File: src/include/supply_supervisor_defines.svh
// timing and reset constants of the microcontroller supply supervisor
`ifndef SUPPLY_SUPERVISOR_DEFINES_SVH
`define SUPPLY_SUPERVISOR_DEFINES_SVH
`define SYS_CLK_PERIOD_NS  4
`define NS_PER_MS          1000000
`define RESET_PULSE_MS     1
`define WD_MS_1   8'd5
`define WD_MS_2   8'd10
`define WD_MS_3   8'd20
`define WD_MS_4   8'd32
`define WD_MS_5   8'd51
`define WD_MS_6   8'd74
`define WD_MS_7   8'd100
`define WD_MS_8   8'd202
`define CY_MS_1   14'd32
`define CY_MS_2   14'd64
`define CY_MS_3   14'd128
`define CY_MS_4   14'd256
`define CY_MS_5   14'd512
`define CY_MS_6   14'd1024
`define CY_MS_7   14'd2048
`define CY_MS_8   14'd8192
`define STATUS_RESET_VAL   3'h0
`endif

File: src/include/supply_supervisor_pkg.sv
// types shared by the microcontroller supply supervisor
package supply_supervisor_pkg;
  typedef enum logic [1:0] {
    post_power_on_request_mode, normal_mode, standby_mode, sleep_mode
  } op_mode_e;
  typedef struct packed {
    logic uv_reset;    // reset_source_status: supply undervoltage reset
    logic ot_prewarn;  // overtemp_status: pre-warning reached
    logic ot_shutdown; // overtemp_status: shut-off reached
  } status_s;
endpackage

File: src/hw/mcu_supply_supervisor.sv
// microcontroller supply supervisor: enable, reset pulse, thermal, timers
`timescale 1ns/1ps
`include "supply_supervisor_defines.svh"
module mcu_supply_supervisor
  import supply_supervisor_pkg::*;
#(
  parameter int MS_CYCLES = `NS_PER_MS / `SYS_CLK_PERIOD_NS,
  parameter int RESET_CYCLES = `RESET_PULSE_MS * MS_CYCLES
) (
  input  wire logic     sys_clk,
  input  wire logic     rst,
  input  wire logic     supply_uv,       // pin: supply below threshold
  input  wire logic     temp_prewarn,    // pin: pass transistor >= 145 C
  input  wire logic     temp_shutoff,    // pin: pass transistor >= 175 C
  input  wire logic     battery_ok,      // pin: battery supply present
  input  wire op_mode_e mode,            // mode written over SPI
  input  wire logic     emergency,       // emergency mode active
  input  wire logic     status_clear,    // pulse: clear selected flags
  input  wire status_s  status_clear_sel,
  input  wire logic [1:0] ot_int_mask,   // [0] prewarn, [1] shutdown
  input  wire logic [2:0] wd_sel,        // watchdog period code
  input  wire logic [2:0] cy_sel,        // cyclic period code
  input  wire logic     wd_kick,         // pulse: watchdog refresh
  output logic          mcu_supply_regulator,
  output logic          reset_out_n,
  output status_s       status,
  output logic          ot_int,
  output logic          wd_timeout,      // pulse on watchdog expiry
  output logic          forced_wakeup    // pulse each cyclic period
);

  // two-flop synchronisers for the analog comparator pins
  logic [3:0] pin_meta_reg;
  logic [3:0] pin_sync_reg;
  always_ff @(posedge sys_clk) begin
    pin_meta_reg <= {supply_uv, temp_prewarn, temp_shutoff, battery_ok};
    pin_sync_reg <= pin_meta_reg;
  end
  wire uv_s      = pin_sync_reg[3];
  wire prewarn_s = pin_sync_reg[2];
  wire shutoff_s = pin_sync_reg[1];
  wire batt_s    = pin_sync_reg[0];

  // thermal shutdown latch: held until back below pre-warning level
  logic shut_reg;
  wire  shut_next = shutoff_s | (shut_reg & prewarn_s);
  always_ff @(posedge sys_clk) begin
    if (rst) shut_reg <= 1'b0;
    else     shut_reg <= shut_next;
  end

  // regulator enable decode
  wire mode_on = (mode != sleep_mode);
  wire reg_on_next = mode_on & ~emergency & batt_s & ~shut_next;
  always_ff @(posedge sys_clk) begin
    if (rst) mcu_supply_regulator <= 1'b0;
    else     mcu_supply_regulator <= reg_on_next;
  end

  // reset pulse: held low during undervoltage, then for the pulse time
  logic [31:0] rst_cnt_reg;
  logic        uv_prev_reg;
  wire   uv_rise   = uv_s & ~uv_prev_reg;
  wire   rst_busy  = (rst_cnt_reg != 32'd0);
  always_ff @(posedge sys_clk) begin
    if (rst) begin
      rst_cnt_reg <= 32'd0;
      uv_prev_reg <= 1'b0;
      reset_out_n <= 1'b0;
    end else begin
      uv_prev_reg <= uv_s;
      if (uv_s) rst_cnt_reg <= 32'(RESET_CYCLES);
      else if (rst_busy) rst_cnt_reg <= rst_cnt_reg - 32'd1;
      reset_out_n <= ~(uv_s | rst_busy);
    end
  end

  // sticky flags: a set in the clear cycle wins over the clear
  status_s set_ev;
  assign set_ev = '{uv_reset: uv_rise, ot_prewarn: prewarn_s,
                    ot_shutdown: shutoff_s};
  status_s clr_ev;
  assign clr_ev = status_clear ? status_clear_sel : status_s'(3'h0);
  status_s status_next;
  assign status_next = (status & ~clr_ev) | set_ev;
  always_ff @(posedge sys_clk) begin
    if (rst) status <= `STATUS_RESET_VAL;
    else     status <= status_next;
  end
  assign ot_int = (status.ot_prewarn & ~ot_int_mask[0]) |
                  (status.ot_shutdown & ~ot_int_mask[1]);

  // millisecond ticks standing in for the two internal oscillators;
  // only one runs at a time, as the mode decides
  logic [31:0] ms_cnt_reg;
  wire ms_tick = (ms_cnt_reg == 32'(MS_CYCLES - 1));
  always_ff @(posedge sys_clk) begin
    if (rst || ms_tick) ms_cnt_reg <= 32'd0;
    else                ms_cnt_reg <= ms_cnt_reg + 32'd1;
  end
  wire run_tick   = ms_tick & mode_on;
  wire sleep_tick = ms_tick & ~mode_on;

  // period lookup from the selection codes
  logic [7:0]  wd_limit;
  logic [13:0] cy_limit;
  always_comb begin
    case (wd_sel)
      3'h0:    wd_limit = `WD_MS_1;
      3'h1:    wd_limit = `WD_MS_2;
      3'h2:    wd_limit = `WD_MS_3;
      3'h3:    wd_limit = `WD_MS_4;
      3'h4:    wd_limit = `WD_MS_5;
      3'h5:    wd_limit = `WD_MS_6;
      3'h6:    wd_limit = `WD_MS_7;
      default: wd_limit = `WD_MS_8;
    endcase
    case (cy_sel)
      3'h0:    cy_limit = `CY_MS_1;
      3'h1:    cy_limit = `CY_MS_2;
      3'h2:    cy_limit = `CY_MS_3;
      3'h3:    cy_limit = `CY_MS_4;
      3'h4:    cy_limit = `CY_MS_5;
      3'h5:    cy_limit = `CY_MS_6;
      3'h6:    cy_limit = `CY_MS_7;
      default: cy_limit = `CY_MS_8;
    endcase
  end

  // watchdog: restarted by a kick, held cleared outside running modes
  logic [7:0] wd_cnt_reg;
  wire wd_end = run_tick & (wd_cnt_reg >= wd_limit - 8'd1);
  always_ff @(posedge sys_clk) begin
    if (rst || wd_kick || !mode_on || wd_end) wd_cnt_reg <= 8'd0;
    else if (run_tick) wd_cnt_reg <= wd_cnt_reg + 8'd1;
  end
  always_ff @(posedge sys_clk) begin
    if (rst) wd_timeout <= 1'b0;
    else     wd_timeout <= wd_end & ~wd_kick;
  end

  // cyclic sense timer: counts only while asleep
  logic [13:0] cy_cnt_reg;
  wire cy_end = sleep_tick & (cy_cnt_reg >= cy_limit - 14'd1);
  always_ff @(posedge sys_clk) begin
    if (rst || mode_on || cy_end) cy_cnt_reg <= 14'd0;
    else if (sleep_tick) cy_cnt_reg <= cy_cnt_reg + 14'd1;
  end
  always_ff @(posedge sys_clk) begin
    if (rst) forced_wakeup <= 1'b0;
    else     forced_wakeup <= cy_end;
  end

  // checks
  AST_RST_LOW_UV: assert property (@(posedge sys_clk)
    disable iff (rst) uv_s |=> !reset_out_n)
    else $error("reset high during undervoltage");
  AST_RST_PULSE: assert property (@(posedge sys_clk)
    disable iff (rst) $fell(uv_s) |=> !reset_out_n [*2])
    else $error("reset pulse cut short");
  // the pulse is far too long for a delay, so watch the counter load
  AST_PULSE_LOAD: assert property (@(posedge sys_clk)
    disable iff (rst) $fell(uv_s) |-> rst_cnt_reg == 32'(RESET_CYCLES))
    else $error("pulse count not loaded at recovery");
  AST_RST_HIGH: assert property (@(posedge sys_clk)
    disable iff (rst) !uv_s && !rst_busy |=> reset_out_n)
    else $error("reset held past the pulse");
  AST_FLAG_HOLD: assert property (@(posedge sys_clk)
    disable iff (rst) status.uv_reset && !status_clear |=> status.uv_reset)
    else $error("source flag lost without clear");
  AST_UV_FLAG: assert property (@(posedge sys_clk) disable iff (rst)
    uv_rise |=> status.uv_reset) else $error("source flag not set");
  AST_PREWARN: assert property (@(posedge sys_clk) disable iff (rst)
    prewarn_s |=> status.ot_prewarn && (ot_int || ot_int_mask[0]))
    else $error("prewarn flag or interrupt missing");
  // the interrupt is combinational, so a full mask must silence it at once
  AST_INT_MASK: assert property (@(posedge sys_clk)
    disable iff (rst) ot_int_mask == 2'h3 |-> !ot_int)
    else $error("interrupt through full mask");
  AST_REG_ON: assert property (@(posedge sys_clk)
    disable iff (rst) mode_on && !emergency && batt_s && !shutoff_s
    && !shut_reg |=> mcu_supply_regulator)
    else $error("regulator off in on condition");
  AST_SHUTOFF: assert property (@(posedge sys_clk) disable iff (rst)
    shutoff_s |=> !mcu_supply_regulator && status.ot_shutdown)
    else $error("regulator on at shut-off");
  AST_RESTART: assert property (@(posedge sys_clk) disable iff (rst)
    shut_reg && !prewarn_s && !shutoff_s && mode_on && !emergency
    && batt_s |=> mcu_supply_regulator)
    else $error("no automatic restart");
  AST_SLEEP_OFF: assert property (@(posedge sys_clk) disable iff (rst)
    mode == sleep_mode || emergency || !batt_s |=> !mcu_supply_regulator)
    else $error("regulator on in off condition");
  AST_WD_BOUND: assert property (@(posedge sys_clk) disable iff (rst)
    wd_cnt_reg < `WD_MS_8) else $error("watchdog count past limit");
  AST_CY_SLEEP: assert property (@(posedge sys_clk) disable iff (rst)
    forced_wakeup |-> $past(mode) == sleep_mode)
    else $error("cyclic event outside sleep");
  AST_WD_PULSE: assert property (@(posedge sys_clk)
    disable iff (rst) wd_timeout |=> !wd_timeout)
    else $error("watchdog pulse longer than one cycle");
  AST_WD_SLEEP: assert property (@(posedge sys_clk)
    disable iff (rst) !mode_on |=> !wd_timeout)
    else $error("watchdog expiry while asleep");
  AST_CY_PULSE: assert property (@(posedge sys_clk)
    disable iff (rst) forced_wakeup |=> !forced_wakeup)
    else $error("wake-up pulse longer than one cycle");
  COV_UV_PULSE: cover property (@(posedge sys_clk) $rose(reset_out_n));
  COV_SHUTDOWN: cover property (@(posedge sys_clk)
    $fell(mcu_supply_regulator) && status.ot_shutdown);
  COV_WD: cover property (@(posedge sys_clk) wd_timeout);
  COV_CY: cover property (@(posedge sys_clk) forced_wakeup);
  COV_RESTART: cover property (@(posedge sys_clk)
    $rose(mcu_supply_regulator) && status.ot_shutdown);

endmodule // mcu_supply_supervisor

File: config.mk
export PLATFORM = sky130hd
export DESIGN_NAME = mcu_supply_supervisor
export DESIGN_NICKNAME = d
export VERILOG_FILES = /design/src/include/supply_supervisor_pkg.sv /design/src/hw/mcu_supply_supervisor.sv
export VERILOG_INCLUDE_DIRS = /design/src /design/src/include
export SDC_FILE = /design/constraint.sdc
export NUM_CORES = 1
export LEC_CHECK = 0
export ABC_AREA = 1
export BUFFER_PORTS_ARGS = -buffer_cell sky130_fd_sc_hd__buf_4
export CAP_MARGIN = 20
export CORE_ASPECT_RATIO = 0.6
export CORE_MARGIN = 1
export CORE_UTILIZATION = 60
export DETAILED_ROUTE_END_ITERATION = 12
export PLACE_DENSITY = 0.85
export SLEW_MARGIN = 20
export SYNTH_ARGS = -nofsm -noshare
export SYNTH_HDL_FRONTEND = slang
export SYNTH_SLANG_ARGS = --single-unit
export TNS_END_PERCENT = 100
File: constraint.sdc
create_clock -name sys_clk -period 2.6 [get_ports sys_clk]
set_input_delay 0.13 -clock sys_clk [delete_from_list [all_inputs] [get_ports sys_clk]]
set_output_delay 0.13 -clock sys_clk [all_outputs]
set_load 0.005 [all_outputs]
# --- Yosys cells after proc, flatten, opt, wreduce, memory -nomap -nowiden ---
# Index checks and enable logic that the tools add are counted.
word_totals:
  regBits: 103
  latchBits: 0
  ram_bits: 0
  mem_bits_ro: 0
  in_bits: 22
  out_inout_bits: 8
  elab_cells: 81
  memories: 0
classes:
  addsub: 6
  multipliers: 0
  div_mod_pow: 0
  order_cmp: 2
  eq_ne: 14
  n_shift: 0
  muxes: 5
  bitwise: 26
  reduce_logical: 12
op_table:
  columns: ["operator", "count"]
  rows:
  - ["$pmux W14 S7", 1]
  - ["$pmux W8 S7", 1]
  - ["$mux W18", 2]
  - ["$add A32 B1 Y32 const B", 1]
  - ["$eq A32 B18 Y1 const B", 1]
  - ["$reduce_bool A32 Y1", 1]
  - ["$sub A32 B1 Y32 const B", 1]
  - ["$eq A3 B3 Y1 const B", 6]
  - ["$add A14 B1 Y14 const B", 1]
  - ["$ge A14 B14 Y1", 1]
  - ["$sub A14 B1 Y14 const B", 1]
  - ["$and A1 B1 Y1", 12]
  - ["$eq A3 B2 Y1 const B", 4]
  - ["$add A8 B1 Y8 const B", 1]
  - ["$ge A8 B8 Y1", 1]
  - ["$not A1 Y1", 8]
  - ["$sub A8 B1 Y8 const B", 1]
  - ["$eq A3 B1 Y1 const B", 2]
  - ["$logic_not A3 Y1", 2]
  - ["$logic_or A1 B1 Y1", 6]
  - ["$and A3 B3 Y3", 1]
  - ["$mux W3", 1]
  - ["$not A3 Y3", 1]
  - ["$or A1 B1 Y1", 3]
  - ["5 further kinds", 5]

# --- Logic depth before layout (Yosys ltp) ---
logic_depth:
  depth_word: 6
  ltp_mapped: 21
  ltp_nobuf: 20

# --- Worst setup path before layout ---
# No wires, ideal clock.
synth_path:
  path_kind: "input to register"
  from: "in cy_sel[0]"
  to: "reg cy_cnt_reg[10]"
  setup_time_ns: 0.064
  arrival_time_ns: 2.096
  required_ns: 2.536
  slack_ns: 0.441
  stages: 20
  n_path_buf: 1
  cell_sequence: "nor2_1 > inv_1 > nor2_1 > inv_1 > ha_1 > inv_1 > a21oi_1 > inv_1 > a21oi_1 > a31oi_1 > ha_1 > nand2_1 > nor2_1 > and2_1 > nand2_1 > nand3_1 > nand3_1 > nand2_2 > buf_6 > nor2_1"
synth_via:
  elab_chain_len: 6
  word_cells_on_any_way: 12
  cone_classes: "add/sub: 1; order compare: 1; eq/ne: 6; mux: 1; bitwise: 1; reduce/logical: 2"
synth_lines:
  columns: ["item", "line_no", "text"]
  rows:
  - ["start: declaration", "mcu_supply_supervisor.sv:22", "input wire logic [2:0] cy_sel,"]
  - ["$eq A3 B3 Y1 (tied with other cells)", "mcu_supply_supervisor.sv:118", "case (cy_sel)"]
  - ["$pmux W14 S7 (*)", "mcu_supply_supervisor.sv:118", null]
  - ["$sub A14 B1 Y14 (*)", "mcu_supply_supervisor.sv:144", "wire cy_end = sleep_tick & (cy_cnt_reg >= cy_limit - 14'd1);"]
  - ["$ge A14 B14 Y1 (*)", "mcu_supply_supervisor.sv:144", null]
  - ["$and A1 B1 Y1 (*)", "mcu_supply_supervisor.sv:144", null]
  - ["$logic_or A1 B1 Y1 (*)", "mcu_supply_supervisor.sv:146", "if (rst || mode_on || cy_end) cy_cnt_reg <= 14'd0;"]
  - ["end signal: assignment", "mcu_supply_supervisor.sv:147", "else if (sleep_tick) cy_cnt_reg <= cy_cnt_reg + 14'd1;"]
  - ["end: declaration", "mcu_supply_supervisor.sv:143", "logic [13:0] cy_cnt_reg;"]
# Every way passes the cells marked *; elsewhere a longest branch is shown, timed or not.
# A chain may end at the register's enable or synchronous reset.

# --- Final worst setup path ---
# Ends and elaborated chain as after synthesis.

==> impl_metrics.tcl <==
set metrics [dict create \
    synth-async-reset-ratio 0 \
    nets 1088 \
    synth-simple-area-share 0.440 \
    die_area_mm2 0.0108 \
    yosysWarnings 0 \
    cts_tree "yes" \
    synthXorXnorAreaFrac 0.0365 \
    ys_ff_latch 103 \
    num_rows 28 \
    syn_avg_cell_area_um2 6.19 \
    grt_setup_unrepaired "no" \
    rrSetupSlack_ns 0.46 \
    outcome "complete, no violations" \
    hold_path_class "in2reg" \
    synth_top_area_share 0.330 \
    drc 0 \
    synthTopCellsByArea "dfxtp_1 (33%), nand2_1 (19%), nor2_1 (12%), inv_1 (6.9%), nand3_1 (6.5%)" \
    cts_resized 0 \
    cts.clk_slew.worst_paths_ns 0.07 \
    synthAdderAreaFrac 0.0441 \
    vias_per_cell 5.38 \
    arrival_ns 2.54 \
    synth.area.mux_share 0 \
    die_w_um 134 \
    synthFlopType "dfxtp_1" \
    crit_family "simple AND/OR/NAND/NOR gates" \
    synthCells 1009 \
    core_area_mm2 0.00998 \
    place_congestion 0.969 \
    syn-cell-area_mm2 0.00625 \
    place_hpwl_mm 11.9 \
    maxSlewViolCount 0 \
    antenna_found_initial 0 \
    grt_use_total 0.306 \
    io_pins 30 \
    min_period_ns 2.25 \
    drt_iter0_drc 635 \
    cts_sinks 103 \
    synth_edf_count 0 \
    dr.pass1.iters 5 \
    synth_cell_type_count 39 \
    synth_top_family_by_area "simple AND/OR/NAND/NOR gates" \
    drt-total-wl_mm 15.8 \
    grt_overflow 0 \
    grt.busiest_layer "met1" \
    start_kind "input pin" \
    syn-num-nets 1053 \
    power_mw 3.42 \
    cap_viol_max_count 0 \
    yosys.area.top_type "dfxtp_1" \
    worst_slew_pin_slew_ns 0.530 \
    use_met1 0.446 \
    vias 6367 \
    antenna_cells 0 \
    pwr_density_cell_mw_per_mm2 495 \
    path_buf_inv 5 \
    drive_above_1_share 0.0772 \
    grt_max_degree 33 \
    cts_root_buf "clkbuf_16" \
    synth.top_cells.by_count "nand2_1 (309), nor2_1 (197), inv_1 (114)" \
    grtUsageMet3 0.105 \
    grtUsageMet2 0.422 \
    crit_path_cell_trace "buf_4, nor2_1, inv_1, nor2_1, inv_1, ha_1, inv_1, a21oi_1, inv_1, a21oi_1, a31oi_1, ha_1, nand2_1, nor2_1, and2_1, nand2_1, nand3_1, nand3_1, nand2_2, nor2_1" \
    p_leak_nw 2.95 \
    finalCritPeriodShare 0.865 \
    die_y_um 81.0 \
    critPathKind "in2reg" \
    worst_skew_pair.late_latency_ns 0.35 \
    yosysMostFrequentCell "nand2_1" \
    path_max_fanout 14 \
    fillers 910 \
    worstSetupEndpointType "flip-flop" \
    final_hold_viol_count 0 \
    grt_pass1_vias 5440 \
    start_util 0.626 \
    setup_violations 0 \
    peakVddDrop_mv 0.350 \
    cpPeakStageDelay_ns 0.26 \
    wl_per_cell_um 13.3 \
    worst_path_max_delay_cell "ha_1" \
    clock.fmax_mhz 445 \
    required_ns 2.89 \
    port_buffers 29 \
    yosysSeqAreaShare 0.330 \
    ctsHtreeMaxLevel 3 \
    final_util 0.691 \
    final.setup_skew_ns 0.00824 \
    area_growth_pct 10.5 \
    grt_pass1_wl_mm 26.0 \
    slew_headroom 0.646 \
    synth_compound_area_frac 0.0585 \
    final_antenna_net_count 0 \
    hold-worst-slack_ns 0.0130 \
    numCtsBuffers 9 \
    clock_path_buffers 2 \
]
[routing by layer]
layer | routed length [µm] | up-vias
met5 | 0 | -
met4 | 168 | 0
met3 | 1690 | 24
met2 | 6070 | 247
met1 | 7860 | 2864
li1 | - | 3232
[cells in the final DEF, fill, tap and decap left out, types with 2 or more instances in the layout]
| cell type | count |
|---|---|
| o21a_1 | 2 |
| nand3b_1 | 9 |
| buf_4 | 35 |
| o21ai_0 | 12 |
| ha_1 | 22 |
| o22ai_1 | 2 |
| nor2_2 | 9 |
| inv_2 | 4 |
| nand2_2 | 7 |
| a211oi_1 | 4 |
| clkbuf_16 | 9 |
| or2_2 | 3 |
| nor3_1 | 17 |
| nand3_1 | 81 |
| dfxtp_1 | 103 |
| nor2_1 | 197 |
| xor2_1 | 14 |
| nor2_4 | 3 |
| inv_1 | 114 |
| clkinv_1 | 4 |
| dlygate4sd3_1 | 4 |
| nand2_1 | 309 |
| nand4_1 | 13 |
| xnor2_1 | 12 |
| a21oi_1 | 39 |
[logic make-up (layout without fill, tap and decap cells)]
group           after synthesis  count (layout)
simple gates                654             654
buf+inv                     138             178
flops                       103             103
compound gates               66              66
xor+xnor                     26              26
fa+ha+maj                    22              22
[path summary, 6_finish.rpt]
kind              cells after the start                    to            start
hold / removal                        4  mcu_supply_regulator        emergency
setup reg to reg                     10        cy_cnt_reg[13]    ms_cnt_reg[0]
hold reg to reg                       0       pin_sync_reg[2]  pin_meta_reg[2]
setup / recovery                     20        cy_cnt_reg[10]        cy_sel[0]
[power by group]
group	internal (mW)	total (mW)	switching [mW]
Combinational	0.161	0.458	0.297
Sequential	1.62	1.65	0.0360
Clock	0.686	1.30	0.618
Total	2.47	3.42	0.951
[worst min-delay path, cell delays in order]
cell and delay (ns):
buf_4 0.08, nor2_1 0.03, nand3_1 0.05, nor2_1 0.03
[per-stage QoR]
stage | setup WS (ns) | setup TNS (ns) | area [µm²] | instances
2_1_floorplan | 0.441 | 0 | 6250 | 1009
3_5_place_dp | -0.000601 | -0.000601 | 6580 | 1164
3_3_place_gp | 0.129 | 0 | 6580 | 1164
5_1_grt | 0.0101 | 0 | 6900 | 1184
6_report | 0.352 | 0 | 6900 | 1184
4_1_cts | 0.364 | 0 | 6900 | 1184
[timing repair]
item | 4_1_cts | 5_1_grt
endpoints found under the hold margin | 4 | 0
hold buffers | 4 | 0
setup buffers | 0 | 0
[cell type report]
cell class | count | area [µm²] | area share
tap | 135 | 169 | 0.0245
timing repair buffer | 39 | 303 | 0.0439
clock buffer | 11 | 243 | 0.0352
multi-input combinational | 768 | 3620 | 0.524
inverter | 123 | 464 | 0.0673
sequential | 103 | 2060 | 0.299
clock inverter | 5 | 41.3 | 0.00598
Note: power is estimated with default switching activity, not from simulation.
